--- config.mk ---
export PLATFORM = sky130hd
export DESIGN_NAME = hsac_alert_status
export DESIGN_NICKNAME = d
export VERILOG_FILES = /design/src/hsac_alert_status.v /design/src/hsac_sync.v
export VERILOG_INCLUDE_DIRS = /design/src
export SDC_FILE = /design/constraint.sdc
export NUM_CORES = 1
export LEC_CHECK = 0
export ABC_CLOCK_PERIOD_IN_PS = 2050
export BUFFER_PORTS_ARGS = -buffer_cell sky130_fd_sc_hd__buf_2
export CAP_MARGIN = 15
export CORE_UTILIZATION = 45
export CTS_CLUSTER_DIAMETER = 80
export CTS_CLUSTER_SIZE = 14
export DETAILED_ROUTE_END_ITERATION = 12
export PLACE_DENSITY_LB_ADDON = 0.2
export REMOVE_ABC_BUFFERS = 1
export SETUP_SLACK_MARGIN = 0.05
export SLEW_MARGIN = 20
export SYNTH_ARGS = -nofsm -noshare
export SYNTH_HDL_FRONTEND = slang
export SYNTH_SLANG_ARGS = --single-unit
--- constraint.sdc ---
create_clock -name clk -period 2.05 [get_ports clk]
set_input_delay 0 -clock clk [delete_from_list [all_inputs] [get_ports clk]]
set_output_delay 0 -clock clk [all_outputs]
set_load 0.05 [all_outputs]
--- src/hsac_map.vh ---
// Register indices, field positions, reset values and bus codes of the alert status block.
`ifndef HSAC_MAP_VH
`define HSAC_MAP_VH

// ==================================================================
// Extended register indices
`define HSAC_IDX_ALERT_EN      7'h01
`define HSAC_IDX_THRESH        7'h02
`define HSAC_IDX_CONTROL       7'h03

// ==================================================================
// Alert-enable fields
`define HSAC_EN_SINGLE         0
`define HSAC_EN_FOUR           1
`define HSAC_EN_INSFAIL        2
`define HSAC_EN_OFF            3
`define HSAC_EN_CLEAR          4
`define HSAC_ALERT_EN_RESET    4'h4

// ==================================================================
// Threshold and control
`define HSAC_THRESH_RESET      8'hFF
`define HSAC_CTRL_SOFT_OFF     0

// ==================================================================
// Status byte fields
`define HSAC_ST_DIG_OC         0
`define HSAC_ST_ADC_ALERT      1
`define HSAC_ST_TRIP_OFF       2
`define HSAC_ST_FAIL_LATCH     3
`define HSAC_ST_OFF_STATUS     4
`define HSAC_ST_OFF_ALERT      5

// ==================================================================
// Conversion history
`define HSAC_RUN_MAX           3'h4
`define HSAC_OC_RUN            3'h3

// ==================================================================
// Serial engine
`define HSAC_BITS_PER_BYTE     4'h8
`endif

--- src/hsac_alert_status.v ---
// Status byte, alert latches, open-drain alert pin and serial register port.
`timescale 1ns/1ps
`include "hsac_map.vh"

module hsac_alert_status (
    // Clock and reset
    input  wire        clk,
    input  wire        reset,
    // Serial bus pins
    input  wire        scl_in,
    input  wire        sda_in,
    output reg         sda_out,
    output reg         sda_oe,
    input  wire [6:0]  dev_addr,
    // Turn-on pin
    input  wire        on_pin,
    // Converter results
    input  wire        conv_done,
    input  wire [11:0] conv_current,
    // Hot swap controller state
    input  wire        latch_off_variant,
    input  wire        analog_trip_off_state,
    input  wire        insertion_fail_event,
    output reg         hotswap_off_request,
    // Alert pin
    output reg         alert_pin_n_out,
    output reg         alert_pin_n_oe
);

    localparam ST_IDLE = 3'h0;
    localparam ST_ADDR = 3'h1;
    localparam ST_AACK = 3'h2;
    localparam ST_WR   = 3'h3;
    localparam ST_WACK = 3'h4;
    localparam ST_RD   = 3'h5;
    localparam ST_RACK = 3'h6;

    // ==================================================================
    // Pin synchronisation
    wire [2:0] pins_s;
    wire [2:0] pins_p;

    hsac_sync #(
        .W (3)
    ) hsac_sync_i (
        .clk      (clk),
        .reset    (reset),
        .pin_raw  ({on_pin, sda_in, scl_in}),
        .pin_sync (pins_s),
        .pin_prev (pins_p)
    );

    wire scl_s     = pins_s[0];
    wire sda_s     = pins_s[1];
    wire on_s      = pins_s[2];
    wire scl_rise  = scl_s & ~pins_p[0];
    wire scl_fall  = ~scl_s & pins_p[0];
    wire bus_start = scl_s & pins_p[0] & pins_p[1] & ~sda_s;
    wire bus_stop  = scl_s & pins_p[0] & ~pins_p[1] & sda_s;

    // ==================================================================
    // Registers
    reg [3:0]  alert_en;
    reg [7:0]  alert_threshold_reg;
    reg        software_off_bit;
    reg        digital_overcurrent_now;
    reg        adc_alert_latched;
    reg        insertion_fail_latched;
    reg        off_alert_latched;
    reg [2:0]  oc_history;
    reg [2:0]  oc_run;
    reg        off_cond_d;
    reg [7:0]  alert_status_byte;

    wire single_conv_trip_enable = alert_en[`HSAC_EN_SINGLE];
    wire four_conv_trip_enable   = alert_en[`HSAC_EN_FOUR];
    wire insertion_fail_enable   = alert_en[`HSAC_EN_INSFAIL];
    wire off_alert_enable        = alert_en[`HSAC_EN_OFF];

    // Register write strobe from the serial engine.
    reg        reg_wr;
    reg [6:0]  reg_ptr;
    reg [7:0]  reg_wdata;

    wire clear_req = reg_wr && (reg_ptr == `HSAC_IDX_ALERT_EN)
                     && reg_wdata[`HSAC_EN_CLEAR];

    // ==================================================================
    // Threshold comparison
    wire over_th = conv_current[11:4] > alert_threshold_reg;

    wire [2:0] next_oc_history = {oc_history[1:0], over_th};
    wire [2:0] next_oc_run = !over_th ? 3'h0 :
                             (oc_run == `HSAC_RUN_MAX) ? oc_run : oc_run + 3'h1;

    wire adc_trip = conv_done && ((single_conv_trip_enable && over_th) ||
                    (four_conv_trip_enable && next_oc_run == `HSAC_RUN_MAX));

    wire off_cond  = ~on_s | software_off_bit;
    wire off_event = off_cond & ~off_cond_d;

    // ==================================================================
    // Register file and alert latches
    always @(posedge clk) begin
        if (reset) begin
            alert_en                <= `HSAC_ALERT_EN_RESET;
            alert_threshold_reg     <= `HSAC_THRESH_RESET;
            software_off_bit        <= 1'b0;
            digital_overcurrent_now <= 1'b0;
            adc_alert_latched       <= 1'b0;
            insertion_fail_latched  <= 1'b0;
            off_alert_latched       <= 1'b0;
            oc_history              <= 3'h0;
            oc_run                  <= 3'h0;
            off_cond_d              <= 1'b0;
        end else begin
            off_cond_d <= off_cond;
            if (reg_wr) begin
                case (reg_ptr)
                    `HSAC_IDX_ALERT_EN: begin
                        alert_en <= reg_wdata[3:0];
                    end
                    `HSAC_IDX_THRESH: begin
                        alert_threshold_reg <= reg_wdata;
                    end
                    `HSAC_IDX_CONTROL: begin
                        software_off_bit <= reg_wdata[`HSAC_CTRL_SOFT_OFF];
                    end
                    default: begin
                    end
                endcase
            end
            if (conv_done) begin
                oc_history              <= next_oc_history;
                oc_run                  <= next_oc_run;
                digital_overcurrent_now <= &next_oc_history;
            end
            // Set wins over a clear arriving in the same cycle.
            if (adc_trip) begin
                adc_alert_latched <= 1'b1;
            end else if (clear_req) begin
                adc_alert_latched <= 1'b0;
            end
            if (insertion_fail_event && insertion_fail_enable) begin
                insertion_fail_latched <= 1'b1;
            end else if (clear_req) begin
                insertion_fail_latched <= 1'b0;
            end
            if (off_event && off_alert_enable) begin
                off_alert_latched <= 1'b1;
            end else if (clear_req) begin
                off_alert_latched <= 1'b0;
            end
        end
    end

    // ==================================================================
    // Status byte and alert pin
    wire trip_off_bit = (latch_off_variant && insertion_fail_enable) ?
                        insertion_fail_latched :
                        analog_trip_off_state;

    wire alert_active = (adc_alert_latched && (single_conv_trip_enable ||
                         four_conv_trip_enable)) ||
                        (insertion_fail_latched && insertion_fail_enable) ||
                        (off_alert_latched && off_alert_enable);

    always @(posedge clk) begin
        if (reset) begin
            alert_status_byte   <= 8'h00;
            alert_pin_n_out     <= 1'b0;
            alert_pin_n_oe      <= 1'b0;
            hotswap_off_request <= 1'b0;
        end else begin
            alert_status_byte   <= {2'b00,
                                    off_alert_latched,
                                    off_cond,
                                    insertion_fail_latched,
                                    trip_off_bit,
                                    adc_alert_latched,
                                    digital_overcurrent_now};
            alert_pin_n_out     <= 1'b0;
            alert_pin_n_oe      <= alert_active;
            hotswap_off_request <= off_cond;
        end
    end

    // ==================================================================
    // Serial slave engine
    reg [2:0] state;
    reg [3:0] bit_cnt;
    reg [7:0] rx_shift;
    reg [7:0] tx_shift;
    reg       rd_mode;
    reg       first_byte;
    reg       master_ack;

    always @(posedge clk) begin
        if (reset) begin
            state      <= ST_IDLE;
            bit_cnt    <= 4'h0;
            rx_shift   <= 8'h00;
            tx_shift   <= 8'h00;
            rd_mode    <= 1'b0;
            first_byte <= 1'b0;
            master_ack <= 1'b0;
            sda_out    <= 1'b0;
            sda_oe     <= 1'b0;
            reg_wr     <= 1'b0;
            reg_ptr    <= 7'h00;
            reg_wdata  <= 8'h00;
        end else begin
            reg_wr  <= 1'b0;
            sda_out <= 1'b0;
            if (bus_start) begin
                state   <= ST_ADDR;
                bit_cnt <= 4'h0;
                sda_oe  <= 1'b0;
            end else if (bus_stop) begin
                state  <= ST_IDLE;
                sda_oe <= 1'b0;
            end else if (scl_rise) begin
                if (state == ST_RACK) begin
                    master_ack <= ~sda_s;
                end else if (state != ST_IDLE) begin
                    rx_shift <= {rx_shift[6:0], sda_s};
                    bit_cnt  <= bit_cnt + 4'h1;
                end
            end else if (scl_fall) begin
                case (state)
                    ST_ADDR: begin
                        if (bit_cnt == `HSAC_BITS_PER_BYTE) begin
                            if (rx_shift[7:1] == dev_addr) begin
                                rd_mode <= rx_shift[0];
                                sda_oe  <= 1'b1;
                                state   <= ST_AACK;
                            end else begin
                                state <= ST_IDLE;
                            end
                        end
                    end
                    ST_AACK: begin
                        bit_cnt    <= 4'h0;
                        first_byte <= 1'b1;
                        if (rd_mode) begin
                            sda_oe   <= ~alert_status_byte[7];
                            tx_shift <= {alert_status_byte[6:0], 1'b0};
                            state    <= ST_RD;
                        end else begin
                            sda_oe <= 1'b0;
                            state  <= ST_WR;
                        end
                    end
                    ST_WR: begin
                        if (bit_cnt == `HSAC_BITS_PER_BYTE) begin
                            sda_oe     <= 1'b1;
                            state      <= ST_WACK;
                            first_byte <= 1'b0;
                            if (first_byte) begin
                                reg_ptr <= rx_shift[6:0];
                            end else begin
                                reg_wdata <= rx_shift;
                                reg_wr    <= 1'b1;
                            end
                        end
                    end
                    ST_WACK: begin
                        sda_oe  <= 1'b0;
                        bit_cnt <= 4'h0;
                        state   <= ST_WR;
                    end
                    ST_RD: begin
                        if (bit_cnt == `HSAC_BITS_PER_BYTE) begin
                            sda_oe <= 1'b0;
                            state  <= ST_RACK;
                        end else begin
                            sda_oe   <= ~tx_shift[7];
                            tx_shift <= {tx_shift[6:0], 1'b0};
                        end
                    end
                    ST_RACK: begin
                        bit_cnt <= 4'h0;
                        if (master_ack) begin
                            sda_oe   <= ~alert_status_byte[7];
                            tx_shift <= {alert_status_byte[6:0], 1'b0};
                            state    <= ST_RD;
                        end else begin
                            state <= ST_IDLE;
                        end
                    end
                    default: begin
                        state <= ST_IDLE;
                    end
                endcase
            end
        end
    end

endmodule

--- src/hsac_sync.v ---
// Two-flop synchroniser with edge history for pins entering the clock domain.
`timescale 1ns/1ps

module hsac_sync #(
    parameter W = 3
) (
    // Clock and reset
    input  wire         clk,
    input  wire         reset,
    // Raw pins
    input  wire [W-1:0] pin_raw,
    // Synchronised level and its previous value
    output reg  [W-1:0] pin_sync,
    output reg  [W-1:0] pin_prev
);

    reg [W-1:0] stage1;

    // ==================================================================
    // Synchronising stages
    always @(posedge clk) begin
        if (reset) begin
            stage1   <= {W{1'b1}};
            pin_sync <= {W{1'b1}};
            pin_prev <= {W{1'b1}};
        end else begin
            stage1   <= pin_raw;
            pin_sync <= stage1;
            pin_prev <= pin_sync;
        end
    end

endmodule

==> metrics, run 1 <==
M1 WL=between 3000 and 4000 µm; clock skew=around 0.0083 ns; drt first-iter violations=around 120; outcome=complete, no violations; # diodes=0; first-pass GRT wire length=between 10000 and 15000 µm; crit-path max FO=15; crit path cell chain=inv_2, nor4b_4, buf_2, mux2i_1, nor2_1; worst vdd ir=between 0.0004 and 0.0005 V; highest metal used=met4; period utilization=92.5%; Port-buffer cells=26; Post-Synth Adder-Cell Area=5.17%; grt total ovfl=0; Num CTS Buffers=9; clock slew at reported path FFs=about 0.090 ns; synthesis-stage register bit count=~80; vias in the first global route=approximately 2.7k; Chip Width=roughly 95 µm; Fill cells=about 800; CTS Root Cell=clkbuf_8; Placed Area=just over 4000 µm²; RSZ-0062 raised after global routing=yes; Crit path arrival time=about 2.1 ns; H-tree Lvls=3; worst hold path class=primary input to register; Vias/cell=around 5; slew margin rel.=between 50% and 60%; Worst Setup End Kind=register; Async S/R FF share, synth=0%; initial antenna violation count=0; GPL Wtd Cong=~0.86; Ports=33; layout cells sized above 1=between 20 and 25%; largest net degree at the start of global routing=31; hold slack=between 0.1 and 0.15 ns; crit start category=register; DRT Wirelength=between 7000 and 8000 µm; core area=~8300 µm²; R2R cell count=5; count leader, synth=dfxtp_1; worst-margin pin slew=approximately 0.61 ns; design area=roughly 4500 µm²; Final #Nets=500; Initial Util=46.9%; full die area=approximately 9000 µm²; synthesized area=around 3900 µm²; maximum achievable frequency=between 0.5 and 0.6 GHz; # rows=33; Power Density=about 700 nW/µm²; Final Max Slew Viols=0; Seq/Total Area, Yosys=40.8%; Layout area overhead=15.6%; DP HPWL=roughly 5300 µm; dominant cells by area after synthesis=dfxtp_1 41%, mux2i_1 8.8%, nor2_1 5.8%; Yosys top cell by area=dfxtp_1; CP peak stage delay=0.72 ns; yosys warns=0; met3 wire len=~200 µm; syn avg cell area=around 9.4 µm²; WHS Path Cells=2; CTS tree=done; combinational family with the most area after synthesis=simple AND/OR/NAND/NOR gates; setup TNS=0 ns; clk buf depth=2; top cell type's share of synthesized area=40.8%; Synth Area in Compound Gates=between 10% and 20%; overall power=roughly 3 mW; CP max-delay cell=dfxtp_1; WL/cell=between 10 and 15 µm; Setup violations, final=0; Pre-antenna DRT Iters=6; P_leak=between 1.5 and 2 nW; Hold Vio Cnt, Final=0; EDFF count, synth=0; Total GRT Usage=~18%; most frequent cells after synthesis=79 x dfxtp_1, 60 x nor2_1, 34 x mux2i_1; Critical Path RT=between 2 and 2.5 ns; Cell variety after synth=between 60 and 70; post-synthesis mux area share=approximately a tenth; Post-DRT Antenna Nets=0; Syn Inst Count=between 400 and 500; Crit Path Class=register to register; post-synthesis xor/xnor area fraction=between 2 and 3%; DR DRC count=0; fin util=a little over half; Post-Synth Simple-Gate Area=21.1%; CTS Sinks=about 80; maxcap violations=0; Die Ht=94.8 µm; Clock Latency Late Sink=between 0.3 and 0.4 ns; DR WL met2=3350 µm; DR vias=approximately 2.9k; crit path time final=between 1.5 and 2 ns; Top FF cell, synth=dfxtp_1
## report_power, final
group,total [mW],internal [mW],switching [mW]
combinational,0.191,0.0809,0.110
clock,1.32,0.728,0.593
sequential,1.56,1.55,0.0169
total,3.08,2.36,0.720
## layout make-up
cell class	instances	area [µm²]	share of cell area [%]
Clock inverter	6	92.6	2.07
Sequential cell	79	1580	35.3
Inverter	31	116	2.60
Tap cell	105	131	2.93
Clock buffer	10	138	3.07
Multi-Input combinational cell	284	2090	46.6
Timing Repair Buffer	51	335	7.48
## per-stage QoR
stage	instances	setup slack, ns
global placement	541	0.184
global route	566	0.0174
detailed placement	541	0.141
floorplan	394	-0.195
finish	566	0.153
CTS	565	0.107
## repair_timing
action,in CTS,in global routing
buffers inserted,0,0
setup endpoints to repair,0,13
hold buffers,8,0
resized for setup,0,5
hold endpoints to repair,7,0
## cell families after synthesis
family | Yosys count
flops | 79
mux | 39
buf+inv | 50
fa+ha+maj | 16
compound gates | 71
other cells | 1
xor+xnor | 10
simple gates | 146
## worst paths after layout
kind | startpoint | end | slack (ns)
worst max-delay path | state[0] | reg_wdata[0] | 0.15
worst min-delay path | reset | insertion_fail_latched | 0.13
worst min register to register | hsac_sync_i.stage1[1] | hsac_sync_i.pin_sync[1] | 0.41
worst max register to register | state[0] | reg_wdata[0] | 0.15
## layer usage
| layer | GRT usage, % | up-vias |
|---|---|---|
| met3 | 3.46 | 7 |
| met1 | 23.9 | 1320 |
| met5 | 0 | - |
| met4 | 6.44 | 0 |
| li1 | - | 1516 |
| met2 | 28.7 | 32 |
## worst max-delay path: cells and delay by family (launching register included)
kind                   cells  cell delay, ns
DFF                        1            0.72
buffers and inverters      2            0.47
and+or+nand+nor            2            0.39
muxes                      1            0.21
## layout by cell type, fill, tap and decap left out, drive strengths merged, types with 3 or more instances in the layout
| cell type | Yosys | final |
|---|---|---|
| nor2b | 10 | 10 |
| ha | 16 | 16 |
| nand3b | 4 | 4 |
| clkbuf | 6 | 10 |
| o211ai | 6 | 6 |
| buf | 13 | 43 |
| nand2 | 18 | 18 |
| nor4 | 3 | 3 |
| nand2b | 7 | 7 |
| o21ai | 8 | 8 |
| or2 | 12 | 12 |
| a21oi | 20 | 20 |
| inv | 31 | 32 |
| a211oi | 6 | 6 |
| mux2i | 34 | 34 |
| dlygate4sd3 | 0 | 8 |
| nor2 | 62 | 62 |
| xnor2 | 10 | 10 |
| nand4 | 5 | 5 |
| a31oi | 4 | 4 |
| a211o | 10 | 10 |
| nor3 | 6 | 6 |
| nand3 | 9 | 9 |
| mux2 | 5 | 5 |
| dfxtp | 79 | 79 |
Note: power is estimated with default switching activity, not from simulation.
==> inputs of run 2 (changes only) <==
--- a/config.mk
+++ b/config.mk
@@ -9,7 +9,7 @@
 export ABC_CLOCK_PERIOD_IN_PS = 2050
 export BUFFER_PORTS_ARGS = -buffer_cell sky130_fd_sc_hd__buf_2
 export CAP_MARGIN = 15
-export CORE_UTILIZATION = 45
+export CORE_UTILIZATION = 40
 export CTS_CLUSTER_DIAMETER = 80
 export CTS_CLUSTER_SIZE = 14
 export DETAILED_ROUTE_END_ITERATION = 12
==> metrics, run 2 (synthesis gave the netlist of run 1 again) <==
largest net degree at the start of global routing=39 (+26%); DR vias=2926 (+1.8%); reg-to-reg startpoint=alert_en[2]; core area=9330 µm² (+13%); worst hold endpoint=rd_mode; Hold Vio Cnt, Final=0 (unchanged); DRT Wirelength=7510 µm (+2.9%); Worst Setup End Kind=register; Final Max Slew Viols=0 (unchanged); hold slack=0.193 ns (+0.0624 ns); RSZ-0062 raised after global routing=no; clock skew=0.00924 ns (+0.000980 ns); worst-margin pin slew=0.715 ns (+0.109 ns); Setup violations, final=0 (unchanged); WHS Path Cells=6 (+4); crit-path max FO=5 (-10); HP Start=dev_addr[0]; maxcap violations=0 (unchanged); DR DRC count=0 (unchanged); CTS Sinks=79 (unchanged); full die area=10100 µm² (+12%); R2R Path End=alert_status_byte[2]; pre-CTS setup slack=0.0903 ns (-0.0506 ns); Post-DRT Antenna Nets=0 (unchanged); WL/cell=12.8 µm (-0.92%); Power Density=664 nW/µm² (-3.3%); area of the multi-input gates=2090 µm² (+0.30%); DP HPWL=5420 µm (+2.8%); clk buf depth=2 (unchanged); R2R Setup Slk=0.22 ns (+0.07 ns); Final #Nets=498 (-0.40%); worst hold path class=primary input to register; P_leak=1.82 nW (-0.93%); Total GRT Usage=16.2% (-1.8 points); grt total ovfl=0 (unchanged); Port-buffer cells=26 (unchanged); Clock Latency Late Sink=0.35 ns (about the same); Fill cells=906 (+15%); CTS Root Cell=clkbuf_8; layout cells sized above 1=21.8% (-0.34 points); vias in the first global route=2754 (+1.2%); Initial Util=41.5% (-5.4 points); initial antenna violation count=0 (unchanged); Crit path arrival time=2.07 ns (-0.07 ns); Vias/cell=4.98 (-2.0%); first-pass GRT wire length=12900 µm (+3.0%); worst vdd ir=0.000377 V (-17%); commonest non-fill, non-tap cell in the layout=dfxtp_1; clock slew at reported path FFs=0.09 ns (about the same); drt first-iter violations=97 (-21%); Pre-antenna DRT Iters=4 (-2); most frequent cells in the layout=78 x dfxtp_1, 60 x nor2_1, 34 x mux2i_1; Die Ht=100 µm (+5.9%); crit start category=register; slew margin rel.=52.3% (-7.2 points); # diodes=0 (unchanged); Critical Path RT=2.29 ns (about the same); crit path time final=1.83 ns (-0.0663 ns); Chip Width=100 µm (+5.9%); Num CTS Buffers=9 (unchanged); maximum achievable frequency=0.546 GHz (+3.6%); Ports=33 (unchanged); period utilization=89.3% (-3.2 points); outcome=complete, no violations; Crit Path Class=register to register; R2R cell count=5 (unchanged); setup slack after layout=0.220 ns (+0.0663 ns); setup TNS=0 ns (unchanged); sequential cell area=1580 µm² (about the same); CTS tree=done; GPL Wtd Cong=0.801 (-6.9%); Layout area overhead=16.0%; # rows=35 (+6.1%); H-tree Lvls=3 (unchanged)
## run 2: cell types whose count changed in the layout (fill, tap and decap cells not counted), sizes merged
cell      change
clkbuf        +1
clkinvlp      +1
buf           -2
bufinv        -1
clkinv        -1
## run 2: area by class of cell
type	count	area share, %
Tap cell	129	3.59
Inverter	31	2.59
Multi-Input combinational cell	284	46.5
Timing Repair Buffer	49	7.26
Sequential cell	79	35.2
Clock inverter	5	1.45
Clock buffer	11	3.37
## run 2: power by group
group / total, mW / internal [mW] / switching (mW)
Clock: 1.23 / 0.640 / 0.592
Combinational: 0.189 / 0.0782 / 0.111
Sequential: 1.56 / 1.55 / 0.0169
Total: 2.99 / 2.27 / 0.719
## run 2: per-layer routing
layer | GRT usage [%] | share of wire, % | vias up
met5 | 0 | 0 | -
met2 | 26.3 | 46 | 41
met4 | 6.02 | 1.5 | 0
li1 | - | - | 1510
met3 | 2.51 | 2.6 | 9
met1 | 21.7 | 50 | 1366
## run 2: worst max-delay path, cell delays in order, from the launching register on
cell and delay (ns):
dfxtp_1 0.42, nand2_1 0.07, nand2_1 0.06, dlygate4sd3_1 0.54, a21oi_1 0.06, dlygate4sd3_1 0.58
## run 2: worst max path at each step
stage | from | to | cells past startpoint
floorplan | hsac_sync_i.pin_prev[0] | reg_wdata[0] | 7
global placement | hsac_sync_i.pin_prev[0] | reg_wdata[7] | 8
detailed placement | hsac_sync_i.pin_prev[0] | reg_wdata[7] | 8
CTS | hsac_sync_i.pin_prev[0] | reg_wdata[7] | 8
global route | bit_cnt[0] | reg_wdata[7] | 8
finish | alert_en[2] | alert_status_byte[2] | 5
## run 2: metrics by stage
step / util, % / area [µm²] / power [mW] / cells
floorplan: - / 3760 / 1.70 / 394
global placement: 44.5 / 4150 / 1.77 / 562
detailed placement: 44.5 / 4150 / 1.78 / 562
CTS: 47.7 / 4450 / 3.02 / 586
global route: 48.2 / 4500 / 3.11 / 588
finish: 48.2 / 4500 / 2.99 / 588
## run 2: timing repair
item                       in CTS  in global routing
hold endpoints to repair        7                  0
gates resized for setup         0                 10
setup endpoints to repair       0                 10
setup buffers                   0                  1
hold buffers                    8                  0
==> inputs of run 3 (changes only) <==
--- a/config.mk
+++ b/config.mk
@@ -9,14 +9,13 @@
 export ABC_CLOCK_PERIOD_IN_PS = 2050
 export BUFFER_PORTS_ARGS = -buffer_cell sky130_fd_sc_hd__buf_2
 export CAP_MARGIN = 15
-export CORE_UTILIZATION = 40
+export CORE_UTILIZATION = 59
 export CTS_CLUSTER_DIAMETER = 80
 export CTS_CLUSTER_SIZE = 14
 export DETAILED_ROUTE_END_ITERATION = 12
 export PLACE_DENSITY_LB_ADDON = 0.2
 export REMOVE_ABC_BUFFERS = 1
 export SETUP_SLACK_MARGIN = 0.05
-export SLEW_MARGIN = 20
 export SYNTH_ARGS = -nofsm -noshare
 export SYNTH_HDL_FRONTEND = slang
 export SYNTH_SLANG_ARGS = --single-unit
==> metrics, run 3 (synthesis gave the netlist of run 1 again) <==
P_leak=1.84 nW (+0.96%); Chip Width=83.0 µm (-17%); maxcap violations=0 (unchanged); worst hold path class=primary input to register; # rows=29 (-17%); Layout area overhead=14.8%; area of the multi-input gates=2090 µm² (-0.24%); clock skew=0.0111 ns (+0.00189 ns); DRT Wirelength=7560 µm (+0.61%); layout cells sized above 1=21.4% (-0.44 points); CP Capture Point=reg_wdata[0]; overall power=3.17 mW (+6.3%); drt first-iter violations=124 (+28%); period utilization=92.4% (+3.1 points); Setup violations, final=0 (unchanged); crit path time final=1.89 ns (+0.0643 ns); Crit path max-delay family=simple AND/OR/NAND/NOR gates; H-tree Lvls=3 (unchanged); Placed Area=4100 µm² (-1.4%); slew margin rel.=48.6% (-3.8 points); core area=6350 µm² (-32%); WHS Path Cells=6 (unchanged); R2R Path End=reg_wdata[0]; WP buf/inv=2 (unchanged); outcome=complete, no violations; Top Usage Layer GRT=met2; full die area=6900 µm² (-32%); CTS tree=done; maximum achievable frequency=0.528 GHz (-3.4%); vias in the first global route=2855 (+3.7%); Die Ht=83.0 µm (-17%); first-pass GRT wire length=13000 µm (+0.64%); R2R Setup Slk=0.16 ns (-0.06 ns); Num CTS Buffers=9 (unchanged); clock slew at reported path FFs=0.08 ns (about the same); Post-DRT Antenna Nets=0 (unchanged); commonest non-fill, non-tap cell in the layout=dfxtp_1; GPL Wtd Cong=0.881 (+10%); CP max-delay cell=dfxtp_1; worst vdd ir=0.000517 V (+37%); Crit Path Class=register to register; design area=4450 µm² (-1.1%); R2R cell count=8 (+3); crit path cell chain=inv_1, ha_1, nand2b_2, nor2_4, nor4b_4, buf_4, mux2i_1, nor2_1; DR vias=2940 (+0.48%); Pre-antenna DRT Iters=4 (unchanged); met2 usage=37.0% (+11 points); Final Max Slew Viols=0 (unchanged); most frequent cells in the layout=79 x dfxtp_1, 60 x nor2_1, 34 x mux2i_1; Critical Path RT=2.26 ns (-0.03 ns); Initial Util=61.0% (+19 points); CTS Sinks=79 (unchanged); Port-buffer cells=26 (unchanged); met1 usage=31.4% (+9.7 points); sequential cell area=1580 µm² (about the same); reg-to-reg startpoint=hsac_sync_i.pin_prev[0]; clk buf depth=2 (unchanged); # diodes=0 (unchanged); CTS Root Cell=clkbuf_8; RSZ-0062 raised after global routing=yes; Final #Nets=498 (unchanged); initial antenna violation count=0 (unchanged); largest net degree at the start of global routing=45 (+15%); Worst Setup End Kind=register; worst-margin pin slew=0.771 ns (+0.0567 ns); Ports=33 (unchanged); Fill cells=490 (-46%); Total GRT Usage=23.2% (+7.0 points); Vias/cell=5.49 (+10%); critical path launch point=hsac_sync_i.pin_prev[0]; Clock Latency Late Sink=0.35 ns (about the same); pre-CTS setup slack=0.0828 ns (-0.00758 ns); Crit path depth=8 (+3); setup slack after layout=0.155 ns (-0.0643 ns); met3 Resource Use GR=4.17% (+1.7 points); crit start category=register; DP HPWL=5130 µm (-5.5%); Hold Vio Cnt, Final=0 (unchanged); Power Density=714 nW/µm² (+7.5%); Crit path arrival time=2.10 ns (+0.03 ns); crit-path max FO=7 (+2); grt total ovfl=0 (unchanged); CP peak stage delay=0.38 ns (-0.20 ns); DR DRC count=0 (unchanged); WL/cell=14.1 µm (+10%)
-- run 3: per-layer routing --
layer	part of all wire, %	wire, µm
met5	0	0
met4	1.4	104
met3	3.4	258
met2	45	3430
met1	50	3760
-- run 3: worst min-delay path by stage --
| stage | start | endpoint |
|---|---|---|
| final | dev_addr[0] | rd_mode |
| after global routing | dev_addr[0] | rd_mode |
| after CTS | dev_addr[0] | rd_mode |
| after detailed placement | on_pin | hsac_sync_i.stage1[2] |
| after global placement | scl_in | hsac_sync_i.stage1[0] |
| after floorplan | reset | tx_shift[7] |
-- run 3: repair_timing --
action	4_1_cts	5_1_grt
buffers inserted	0	0
setup endpoints to repair	1	9
resized for setup	1	4
hold endpoints to repair	7	0
hold buffers	8	0
cloned	0	1
-- run 3: per-stage QoR --
| step | hold WS [ns] | TNS, ns | util, % | instances |
|---|---|---|---|---|
| 2_1_floorplan | 0.0624 | -1.61 | - | 394 |
| 3_3_place_gp | 0.182 | 0 | 64.5 | 511 |
| 3_5_place_dp | 0.184 | 0 | 64.5 | 511 |
| 4_1_cts | 0.189 | 0 | 69.7 | 535 |
| 5_1_grt | 0.225 | 0 | 70.0 | 536 |
| 6_report | 0.189 | 0 | 70.0 | 536 |
-- run 3: final cells by class --
class,count,area share [%]
inverters,31,2.62
clock inverters,5,2.34
well taps,77,2.17
multi-input cells,284,46.9
repair buffers,49,7.20
flip-flops and latches,79,35.6
clock buffers,11,3.18
-- run 3: power breakdown --
group / switching, mW / internal (mW)
logic: 0.113 / 0.0787
registers: 0.0168 / 1.55
clock network: 0.571 / 0.845
total: 0.701 / 2.47
-- run 3: tightest hold or removal path, stage by stage --
cell and delay (ns):
buf_2 0.09, xnor2_1 0.06, nand2_1 0.11, nor4_2 0.06, mux2i_1 0.11, nor2_1 0.07
